`config.mk`:
```
export PLATFORM = sky130hd
export DESIGN_NAME = twts_sequencer
export DESIGN_NICKNAME = d
export VERILOG_FILES = /design/src/verilog/twts_pkg.sv /design/src/verilog/twts_sequencer.sv
export SDC_FILE = /design/constraint.sdc
export NUM_CORES = 1
export LEC_CHECK = 0
export BUFFER_PORTS_ARGS = -buffer_cell sky130_fd_sc_hd__clkbuf_2
export CORE_AREA = 2 2 97 99
export CTS_CLUSTER_DIAMETER = 50
export DETAILED_ROUTE_END_ITERATION = 7
export DIE_AREA = 0 0 99 101
export GPL_ROUTABILITY_DRIVEN = 0
export PLACE_DENSITY = 0.79
export REMOVE_ABC_BUFFERS = 1
export SETUP_SLACK_MARGIN = 0.5
export SLEW_MARGIN = 20
export SYNTH_ARGS = -nofsm -noshare
export SYNTH_HDL_FRONTEND = slang
export SYNTH_SLANG_ARGS = --single-unit
```
`constraint.sdc`:
```
create_clock -name clk_sys -period 5.6 [get_ports clk_sys]
set_input_delay 0.84 -clock clk_sys [delete_from_list [all_inputs] [get_ports clk_sys]]
set_output_delay 0.84 -clock clk_sys [all_outputs]
set_load 0.1 [all_outputs]
```
`src/verilog/twts_pkg.sv`:
```
// Constants, carrier types and the code translator for the terminal write-transfer sequencer.
// Assumes a single 125 MHz system clock; all timing counts derive from it.
// Summary of operation
// - Status first B-clock loads buffer and terminal numbers
// - Status strobe waits for settling after A clears
// - Second status B-clock clears B; wait sync drop
// - Sync-drop A-clock tests write-ready, idles or transfers
// - Transfer A-clock fetches character, triggers both timers
// - A register continuously feeds the selected translator
// - Adapter type selects five-level, ASCII or none
// - Both timers running sends host character strobe
// - Transfer B-clock needs A full, timed, write-ready
// - B loaded by a transfer move drives write request to terminal
// - Terminal strobe B-clock moves next character onward
// - Group mark B-clock sets step 1, then 3
// - Phase 2 step 3 write-ready loss ends operation
package twts_pkg;

  localparam int CLK_PERIOD_NS = 8;
  localparam int A_DELAY_NS = 4000;
  localparam int B_DELAY_NS = 4000;
  localparam int SETTLE_NS = 500;
  localparam int STATUS_GAP_NS = 7000;
  // Least times, rounded up to whole cycles
  localparam int A_DELAY_CYC = (A_DELAY_NS + CLK_PERIOD_NS - 1) / CLK_PERIOD_NS;
  localparam int B_DELAY_CYC = (B_DELAY_NS + CLK_PERIOD_NS - 1) / CLK_PERIOD_NS;
  localparam int SETTLE_CYC = (SETTLE_NS + CLK_PERIOD_NS - 1) / CLK_PERIOD_NS;
  localparam int STATUS_GAP_CYC = (STATUS_GAP_NS + CLK_PERIOD_NS - 1) / CLK_PERIOD_NS;
  localparam int TIMER_W = 10;

  localparam int CHAR_W = 6;
  localparam int ENC_W = 8;
  localparam int BUF_NUM_W = 4;
  localparam int TERM_NUM_W = 2;
  localparam int ZONE_LO_POS = 4;
  localparam int ZONE_HI_POS = 5;

  // Phase register values
  localparam logic [2:0] PHASE_IDLE = 3'h0;
  localparam logic [2:0] PHASE_TRANSFER = 3'h2;
  localparam logic [2:0] PHASE_STATUS = 3'h6;
  // Step register values
  localparam logic [1:0] STEP_RUN = 2'h0;
  localparam logic [1:0] STEP_MARK = 2'h1;
  localparam logic [1:0] STEP_EXIT = 2'h3;
  // Adapter-type register values
  localparam logic [1:0] XLATE_FIVE = 2'h0;
  localparam logic [1:0] XLATE_ASCII = 2'h1;
  localparam logic [1:0] XLATE_NONE = 2'h2;

  localparam logic [CHAR_W-1:0] GROUP_MARK = 6'h3f;
  localparam logic [ENC_W-1:0] ASCII_BASE = 8'h20;

  typedef struct packed {
    logic host_sync;
    logic write_request;
    logic [CHAR_W-1:0] host_data;
    logic term_strobe;
    logic term_write_ready;
  } twts_pins_type;

  typedef struct packed {
    logic [BUF_NUM_W-1:0] buffer_num;
    logic [TERM_NUM_W-1:0] terminal_num;
    logic write_ready_status;
    logic [1:0] adapter_type;
  } twts_status_type;

  // Host code to line code, per adapter type
  function automatic logic [ENC_W-1:0] twts_translate(input logic [CHAR_W-1:0] ch,
                                                      input logic [1:0] kind);
    logic [ENC_W-1:0] wide;
    wide = {2'h0, ch};
    unique case (kind)
      XLATE_FIVE: twts_translate = {3'h0, ch[4:0]};
      XLATE_ASCII: twts_translate = ASCII_BASE + wide;
      default: twts_translate = wide;
    endcase
  endfunction

endpackage

```
`src/verilog/twts_sequencer.sv`:
```
// Write-transfer sequencer: status return to the host, then the two-stage
// A/translator/B character stream from host to terminal, ending at a group mark.
// Assumes host and terminal pins are asynchronous to clk_sys and that the
// preceding sync step hands over one status_start pulse with the status fields.
`timescale 1ns/10ps
module twts_sequencer
  import twts_pkg::*;
#(
  parameter int A_DELAY = A_DELAY_CYC,
  parameter int B_DELAY = B_DELAY_CYC,
  parameter int SETTLE = SETTLE_CYC,
  parameter int STATUS_GAP = STATUS_GAP_CYC
) (
  // Clock and reset
  input wire logic clk_sys,
  input wire logic rst_n,
  // Hand-over from the sync step
  input wire logic status_start,
  input wire twts_status_type status_info,
  // Host pins
  input wire logic host_sync_level,
  input wire logic write_request_level,
  input wire logic [CHAR_W-1:0] host_output_lines,
  output logic host_char_strobe,
  output logic [ENC_W-1:0] host_info_lines,
  output logic host_write_ready,
  // Terminal pins
  input wire logic terminal_char_strobe,
  input wire logic write_ready_level,
  output logic [ENC_W-1:0] terminal_entry_lines,
  output logic terminal_write_request,
  // Observation
  output logic busy,
  output logic [2:0] phase_out,
  output logic [1:0] step_out
);

  localparam int PIN_W = $bits(twts_pins_type);

  generate
    if (A_DELAY < 1 || A_DELAY >= 2**TIMER_W || B_DELAY < 1 || B_DELAY >= 2**TIMER_W ||
        SETTLE < 1 || SETTLE >= 2**TIMER_W || STATUS_GAP < 1 || STATUS_GAP >= 2**TIMER_W)
    begin : g_bad_timing
      $error("twts_sequencer: timing count outside timer range");
    end
  endgenerate

  // Pin synchronisers: three stages, a change counts once stages two and three agree
  // A one-cycle flicker never reaches the sequence logic; the cost is up to
  // four cycles of latency on every pin, which the timer counts must absorb
  twts_pins_type pins_raw;
  logic [PIN_W-1:0] sync1;
  logic [PIN_W-1:0] sync2;
  logic [PIN_W-1:0] sync3;
  logic [PIN_W-1:0] pins_filt;
  twts_pins_type pin;
  logic term_strobe_prev;

  assign pins_raw = '{host_sync: host_sync_level, write_request: write_request_level,
                      host_data: host_output_lines, term_strobe: terminal_char_strobe,
                      term_write_ready: write_ready_level};
  assign pin = twts_pins_type'(pins_filt);

  always_ff @(posedge clk_sys or negedge rst_n) begin
    if (!rst_n) begin
      sync1 <= '0;
      sync2 <= '0;
      sync3 <= '0;
      pins_filt <= '0;
    end else begin
      sync1 <= pins_raw;
      sync2 <= sync1;
      sync3 <= sync2;
      pins_filt <= (sync2 & ~(sync2 ^ sync3)) | (pins_filt & (sync2 ^ sync3));
    end
  end

  always_ff @(posedge clk_sys or negedge rst_n) begin
    if (!rst_n) begin
      term_strobe_prev <= 1'b0;
    end else begin
      term_strobe_prev <= pin.term_strobe;
    end
  end

  // Sequence state and stage registers
  logic [2:0] phase;
  logic [1:0] step;
  logic a_stage_occupied;
  logic b_stage_occupied;
  logic [CHAR_W-1:0] a_reg;
  logic [ENC_W-1:0] b_reg;
  logic [ENC_W-1:0] encoder_lines;
  logic status_write_ready_bit;
  logic [1:0] adapter_type;
  logic [TERM_NUM_W-1:0] terminal_num;
  logic [TIMER_W-1:0] a_delay_timer;
  logic [TIMER_W-1:0] b_delay_timer;
  logic [TIMER_W-1:0] settle_timer;
  logic [TIMER_W-1:0] gap_timer;

  logic a_timer_run;
  logic b_timer_run;
  logic in_status_exit;
  logic in_transfer;
  logic term_edge;
  logic start_ok;
  logic status_b1;
  logic status_b2;
  logic status_a;
  logic fetch_a;
  logic accept_b;
  logic move_b;
  logic mark_b;
  logic end_a;
  logic next_strobe;

  assign a_timer_run = a_delay_timer != '0;
  assign b_timer_run = b_delay_timer != '0;
  assign in_status_exit = phase == PHASE_STATUS && step == STEP_EXIT;
  assign in_transfer = phase == PHASE_TRANSFER;
  // Only the rising edge counts; the terminal holds its strobe for several cycles
  assign term_edge = pin.term_strobe && !term_strobe_prev;
  // A new status hand-over is only taken while idle
  assign start_ok = status_start && phase == PHASE_IDLE;

  // The A register always feeds the translator
  assign encoder_lines = twts_translate(a_reg, adapter_type);

  assign status_b1 = in_status_exit && a_stage_occupied && !a_timer_run &&
                     pin.host_sync && !b_stage_occupied;
  // The gap timer stands in for the least spacing between the two status pulses
  assign status_b2 = in_status_exit && b_stage_occupied && !a_stage_occupied &&
                     gap_timer == '0;
  assign status_a = in_status_exit && !a_stage_occupied && !b_stage_occupied &&
                    !pin.host_sync;
  assign fetch_a = in_transfer && step == STEP_RUN && !a_stage_occupied &&
                   pin.write_request;
  // Terminal strobe means the character in B has been taken
  assign accept_b = in_transfer && b_stage_occupied && term_edge;
  assign move_b = in_transfer && step == STEP_RUN && a_stage_occupied && !a_timer_run &&
                  pin.term_write_ready && (!b_stage_occupied || accept_b);
  assign mark_b = accept_b && step == STEP_MARK;
  assign end_a = in_transfer && step == STEP_EXIT && !pin.term_write_ready;

  // Phase and step registers
  // Start, exit and end are exclusive by phase, so the priority order is safe
  always_ff @(posedge clk_sys or negedge rst_n) begin
    if (!rst_n) begin
      phase <= PHASE_IDLE;
      step <= STEP_RUN;
    end else if (start_ok) begin
      phase <= PHASE_STATUS;
      step <= STEP_EXIT;
    end else if (status_a) begin
      phase <= status_write_ready_bit ? PHASE_TRANSFER : PHASE_IDLE;
      step <= STEP_RUN;
    end else if (end_a) begin
      phase <= PHASE_IDLE;
      step <= STEP_RUN;
    end else if (mark_b) begin
      step <= STEP_EXIT;
    end else if (move_b && a_reg == GROUP_MARK) begin
      step <= STEP_MARK;
    end
  end

  // Stored status from the hand-over
  always_ff @(posedge clk_sys or negedge rst_n) begin
    if (!rst_n) begin
      status_write_ready_bit <= 1'b0;
      adapter_type <= XLATE_FIVE;
      terminal_num <= '0;
    end else if (start_ok) begin
      status_write_ready_bit <= status_info.write_ready_status;
      adapter_type <= status_info.adapter_type;
      terminal_num <= status_info.terminal_num;
    end
  end

  // A stage
  // The status hand-over also passes through A, hence a start is refused once busy
  always_ff @(posedge clk_sys or negedge rst_n) begin
    if (!rst_n) begin
      a_reg <= '0;
      a_stage_occupied <= 1'b0;
    end else if (start_ok) begin
      a_reg <= {2'h0, status_info.buffer_num};
      a_stage_occupied <= 1'b1;
    end else if (fetch_a) begin
      a_reg <= pin.host_data;
      a_stage_occupied <= 1'b1;
    end else if (status_b1 || move_b || end_a) begin
      a_stage_occupied <= 1'b0;
    end
  end

  // B stage
  // A reload on the accepting strobe keeps B occupied without a gap cycle
  always_ff @(posedge clk_sys or negedge rst_n) begin
    if (!rst_n) begin
      b_reg <= '0;
      b_stage_occupied <= 1'b0;
    end else if (status_b1) begin
      b_reg <= '0;
      b_reg[BUF_NUM_W-1:0] <= a_reg[BUF_NUM_W-1:0];
      b_reg[ZONE_LO_POS] <= terminal_num[0];
      b_reg[ZONE_HI_POS] <= terminal_num[1];
      b_stage_occupied <= 1'b1;
    end else if (move_b) begin
      b_reg <= encoder_lines;
      b_stage_occupied <= 1'b1;
    end else if (status_b2 || accept_b || end_a) begin
      b_stage_occupied <= 1'b0;
    end
  end

  // Delay monostables; a reload while running restarts the period
  // Counts are least times: the pin synchronisers add a few cycles on top
  always_ff @(posedge clk_sys or negedge rst_n) begin
    if (!rst_n) begin
      a_delay_timer <= '0;
    end else if (start_ok || fetch_a) begin
      a_delay_timer <= TIMER_W'(A_DELAY);
    end else if (a_timer_run) begin
      a_delay_timer <= a_delay_timer - 1'b1;
    end
  end

  always_ff @(posedge clk_sys or negedge rst_n) begin
    if (!rst_n) begin
      b_delay_timer <= '0;
    end else if (status_b1 || fetch_a) begin
      b_delay_timer <= TIMER_W'(B_DELAY);
    end else if (b_timer_run) begin
      b_delay_timer <= b_delay_timer - 1'b1;
    end
  end

  always_ff @(posedge clk_sys or negedge rst_n) begin
    if (!rst_n) begin
      settle_timer <= '0;
      gap_timer <= '0;
    end else if (status_b1) begin
      settle_timer <= TIMER_W'(SETTLE);
      gap_timer <= TIMER_W'(STATUS_GAP);
    end else begin
      if (settle_timer != '0) begin
        settle_timer <= settle_timer - 1'b1;
      end
      if (gap_timer != '0) begin
        gap_timer <= gap_timer - 1'b1;
      end
    end
  end

  // Host strobe: the status one waits for the info lines to settle after A clears
  // In status the strobe ends with the B timer, which bounds the host's read window
  always_comb begin
    next_strobe = 1'b0;
    if (phase == PHASE_STATUS) begin
      next_strobe = b_timer_run && !a_stage_occupied && settle_timer == '0;
    end else if (in_transfer) begin
      next_strobe = a_timer_run && b_timer_run;
    end
  end

  // Registered outputs
  // Observation copies lag the sequence state by one cycle
  always_ff @(posedge clk_sys or negedge rst_n) begin
    if (!rst_n) begin
      host_char_strobe <= 1'b0;
      host_write_ready <= 1'b0;
      busy <= 1'b0;
      phase_out <= PHASE_IDLE;
      step_out <= STEP_RUN;
    end else begin
      host_char_strobe <= next_strobe;
      host_write_ready <= status_write_ready_bit;
      busy <= phase != PHASE_IDLE;
      phase_out <= phase;
      step_out <= step;
    end
  end

  // Both line groups show the B register
  assign host_info_lines = b_reg;
  assign terminal_entry_lines = b_reg;

  // The status word in B is for the host only, so only a transfer move raises
  // the request; a move on the accepting strobe keeps it up without a gap
  always_ff @(posedge clk_sys or negedge rst_n) begin
    if (!rst_n) begin
      terminal_write_request <= 1'b0;
    end else if (move_b) begin
      terminal_write_request <= 1'b1;
    end else if (accept_b || end_a) begin
      terminal_write_request <= 1'b0;
    end
  end

endmodule // twts_sequencer

```
# Word level (Yosys, flattened, before mapping)
# Cells that the tools add are included.
# word_totals
in_bits,22
word_cells,136
reg_bits,116
out_inout_bits,25
# op_classes
bitwise,5
muxes,32
reduce_logical,64
n_eq_ne,6
addsub,5
# ops
cell,n
$mux W10,8
$reduce_bool A10 Y1,4
$sub A10 B1 Y10 const B,4
$logic_and A1 B1 Y1,29
$and A10 B10 Y10,2
$logic_not A10 Y1,2
$mux W8,2
$pmux W7 S2,1
$reduce_bool A2 Y1,7
$mux W2,6
$mux W6,2
$reduce_bool A3 Y1,4
$mux W1,10
$not A10 Y10,1
$or A10 B10 Y10,1
$xor A10 B10 Y10,1
$mux W3,3
$logic_or A1 B1 Y1,8
$add A6 B6 Y7 const A,1
$eq A6 B6 Y1 const B,1
$logic_not A1 Y1,6
$reduce_bool A5 Y1,1
$eq A2 B1 Y1 const B,2
$logic_not A2 Y1,2
other kinds (4),4

# Depth between registers and ports, before layout
# logic_depth
depth_word,12
mapped_depth,8
depth_no_buf,6

# Least setup slack after synthesis
# Ideal clock, no wire load.
# synth_timing
path_type,reg-to-output
start,"register b_reg[5], in the netlist host_info_lines[5]"
end,output port terminal_entry_lines[5]
required_ns,4.760
arrival_ns,1.341
setup_slack_ns,3.419
path_buffers,1
stages_incl_launch_ff,2
path_cell_list,dfrtp_1 -> buf_4
# synth_rtl
item,line,rtl
start: declaration,twts_sequencer.sv:92,logic [ENC_W-1:0] b_reg;
start signal: indexed assignment,twts_sequencer.sv:206,b_reg[BUF_NUM_W-1:0] <= a_reg[BUF_NUM_W-1:0];
start signal: indexed assignment,twts_sequencer.sv:207,b_reg[ZONE_LO_POS] <= terminal_num[0];
start signal: indexed assignment,twts_sequencer.sv:208,b_reg[ZONE_HI_POS] <= terminal_num[1];
end: declaration,twts_sequencer.sv:30,"output logic [ENC_W-1:0] terminal_entry_lines,"
# No word-level cell between the ends.

# Worst setup path in the final report
# layout_timing
start,register a_delay_timer[0]
end,register step[0]
# layout_via
elab_chain_len,7
# layout_rtl
item,line,rtl
start: declaration,twts_sequencer.sv:97,logic [TIMER_W-1:0] a_delay_timer;
start signal: assignment,twts_sequencer.sv:224,a_delay_timer <= TIMER_W'(A_DELAY);
start signal: assignment,twts_sequencer.sv:226,a_delay_timer <= a_delay_timer - 1'b1;
$reduce_bool A10 Y1,twts_sequencer.sv:118,assign a_timer_run = a_delay_timer != '0;
$logic_not A1 Y1,twts_sequencer.sv:141,assign move_b = in_transfer && step == STEP_RUN && a_stage_occupied && !a_timer_run &&
$logic_and A1 B1 Y1 (2 in a row),twts_sequencer.sv:141,
$logic_and A1 B1 Y1,twts_sequencer.sv:142,pin.term_write_ready && (!b_stage_occupied || accept_b);
$logic_and A1 B1 Y1,twts_sequencer.sv:163,end else if (move_b && a_reg == GROUP_MARK) begin
$reduce_bool A5 Y1 (no source line),-,
end signal: assignment,twts_sequencer.sv:151,step <= STEP_RUN;
end signal: assignment,twts_sequencer.sv:162,step <= STEP_EXIT;
end signal: assignment,twts_sequencer.sv:164,step <= STEP_MARK;
end: declaration,twts_sequencer.sv:88,logic [1:0] step;
# No other way between the ends.
# A chain may end at the register's enable or synchronous reset.

==> results.cfg <==
[status]
outcome = completed

[timing]
tns_ns = 0
fmax_ghz = 0.436
holdWs_ns = 0.344
relSlewSlack_pct = 43.1
tightest_slew_ns = 0.853
setup_violations = 0
final.min_clock_period_ns = 2.29
slew_viol_final = 0
fin_crit_sh_pct = 41.0
finalHoldViolCount = 0
fin_skew_ns = 0.0106
rsz0062_at_grt = no

[clock_tree]
cts_resized = 0
cts_buffers = 17
clk_pin_slew_ns = 0.06
cts_sinks = 113
clockBufferDepth = 2
cts_setup_buffers = 0
cts_tree = built
htreeDepth = 4
worst_skew_pair.late_latency_ns = 0.51
cts_hold_buf = 0
root_buffer = clkbuf_8

[final_layout]
final_nets = 489
seq_area_um2 = 2830
num_antenna_cells = 0
layout_common_cells = dfrtp_1, clkbuf_2, nor2_1
area_growth_pct = 17.5
design_area_um2 = 5610
fillers = 666
drive_above_1_share_pct = 22.4
multi_input_area_um2 = 1790
fin_util_pct = 62.5
layout_commonest_cell = dfrtp_1

[yosys]
ys_seq_area_share_pct = 59.3
synth_top_family_by_area = simple AND/OR/NAND/NOR gates
synth.distinct_cells = 61
synth-compound-area-share_pct = 9.39
synth-xor-area-share_pct = 2.02
synthSimpleGateAreaFrac_pct = 18.5
syn_area_um2 = 4770
synth_ff_type = dfrtp_1
synthArstFlopShare_pct = 100
synthCells = 412
ys_ff_latch = 113
synth.area.mux_share_pct = 3.38
synth_edf_count = 0
yosys_warnings = 0
synth-adder-area-share_pct = 3.93
syn_avg_cell_area_um2 = 11.6

[critical_path]
path_class = flip-flop to flip-flop
rr_startpoint = a_delay_timer[0]
cp_max_fo = 11
reg2reg_slack_ns = 3.31
crit_path_start_kind = flip-flop
crit_path_end_kind = flip-flop
reg2reg_depth = 7
required_ns = 6.03
cp.arrival_ns = 2.72
cp-startpoint = a_delay_timer[0]
r2r_end = step[0]

[pwr]
vdd_ir_drop_max_mv = 0.356
power.total_w = 0.00264
power_density_nw_per_um2 = 472
p_leak_nw = 2.55

[route]
drtAntennaViolNets = 0
wl_per_cell_um = 16.1
wl_um = 9420
drc = 0
vias_per_cell = 5.76
drtPass1Iterations = 4
vias = 3365
drt-initial-drc-count = 192

[die]
die_y_um = 101
row_count = 35
dieWidth_um = 99
core_um2 = 8980
io_pins = 47
die-area_um2 = 10000
initial_core_util_pct = 53.2

[place]
dpl.hpwl_um = 6170
placed_area_um2 = 5040
numPortBuffers = 43

[global_routing]
grt_overflow = 0
grt_pass1_wl_um = 16000
grt_max_degree = 71
antenna_found_initial = 0
track_usage_pct = 20.5
grt_pass1_vias = 3416

[hold_path]
hold_start = sync1[3]
hold_path_class = flip-flop to flip-flop
hold_path_end = sync2[3]
min_path_cells = 0

[flow_run]
drv_cap = 0
-- cell usage after synthesis, types with 3 or more instances --
library cell | count | area, µm²
or4b_2 | 3 | 30.0
xnor2_1 | 7 | 61.3
or3b_2 | 3 | 26.3
nor2_1 | 35 | 131
nand4_1 | 4 | 25.0
ha_1 | 7 | 87.6
nand3_1 | 16 | 80.1
dfrtp_1 | 113 | 2830
inv_1 | 15 | 56.3
or3_1 | 4 | 25.0
or4_1 | 9 | 67.6
nor3_1 | 8 | 40.0
a21oi_1 | 11 | 55.1
mux2_2 | 9 | 101
and3_1 | 4 | 25.0
o21ai_0 | 17 | 85.1
nand2b_1 | 4 | 25.0
o211ai_1 | 7 | 52.6
maj3_1 | 10 | 100
nand2_1 | 34 | 128
clkbuf_1 | 6 | 22.5
xor2_1 | 4 | 35.0
nand4b_1 | 3 | 26.3
buf_4 | 10 | 75.1
mux2i_1 | 6 | 60.1
o22ai_1 | 5 | 31.3
o31ai_1 | 4 | 30.0
a31oi_1 | 7 | 43.8
and2_1 | 3 | 18.8
nor3b_1 | 6 | 45.0
-- through the flow --
stage	std cells	worst slack [ns]
after floorplan	396	3.25
after global placement	552	3.42
after detailed placement	552	3.35
after CTS	584	3.32
after global routing	584	3.19
final	584	3.31
-- how the worst max path moves through the flow --
stage	endpoint	slack, ns	cells after the start
after floorplan	step[0]	3.25	6
after global placement	a_delay_timer[2]	3.42	5
after detailed placement	a_reg[2]	3.35	5
after CTS	step[0]	3.32	7
after global routing	gap_timer[6]	3.19	4
final	step[0]	3.31	7
-- logic make-up (layout without fill, tap and decap cells) --
logic type | Yosys count | after routing
adders and majority gates | 17 | 17
other | 1 | 3
buffers and inverters | 33 | 92
xor gates and xnor gates | 11 | 11
and+or+nand+nor | 154 | 154
muxes | 15 | 15
AOI/OAI and AO/OA | 68 | 68
DFF | 113 | 113
-- critical path: stages (launching register included) --
cell and delay [ns]:
dfrtp_1 0.39, inv_1 0.12, ha_1 0.20, nor3b_1 0.29, buf_4 0.24, nand4_4 0.17, or4_1 0.61, a31oi_1 0.18
-- routing by layer --
metal	global-route usage [%]	vias up	routed length [µm]	part of all wire [%]
met5	0	-	0	0
met2	33.1	107	4670	50
met1	26.4	1664	4060	43
li1	-	1570	-	-
met3	4.79	24	510	5.4
met4	10.0	0	187	2.0
-- power breakdown --
group / total (W) / leakage, nW / switching [W] / internal [W]
clock: 0.00101 / 0.278 / 0.000411 / 0.000601
sequential: 0.00114 / 1.34 / 0.000165 / 0.000972
combinational: 0.000496 / 0.937 / 0.000270 / 0.000226
total: 0.00264 / 2.55 / 0.000846 / 0.00180
-- cell type report --
| class | instances | share of cell area, % |
|---|---|---|
| flip-flops and latches | 113 | 50.4 |
| clock buffers | 17 | 7.39 |
| well taps | 111 | 2.48 |
| clock inverters | 15 | 2.66 |
| inverters | 15 | 1.00 |
| repair buffers | 45 | 4.15 |
| multi-input cells | 268 | 31.9 |
Power figures use the tool's default switching activity.
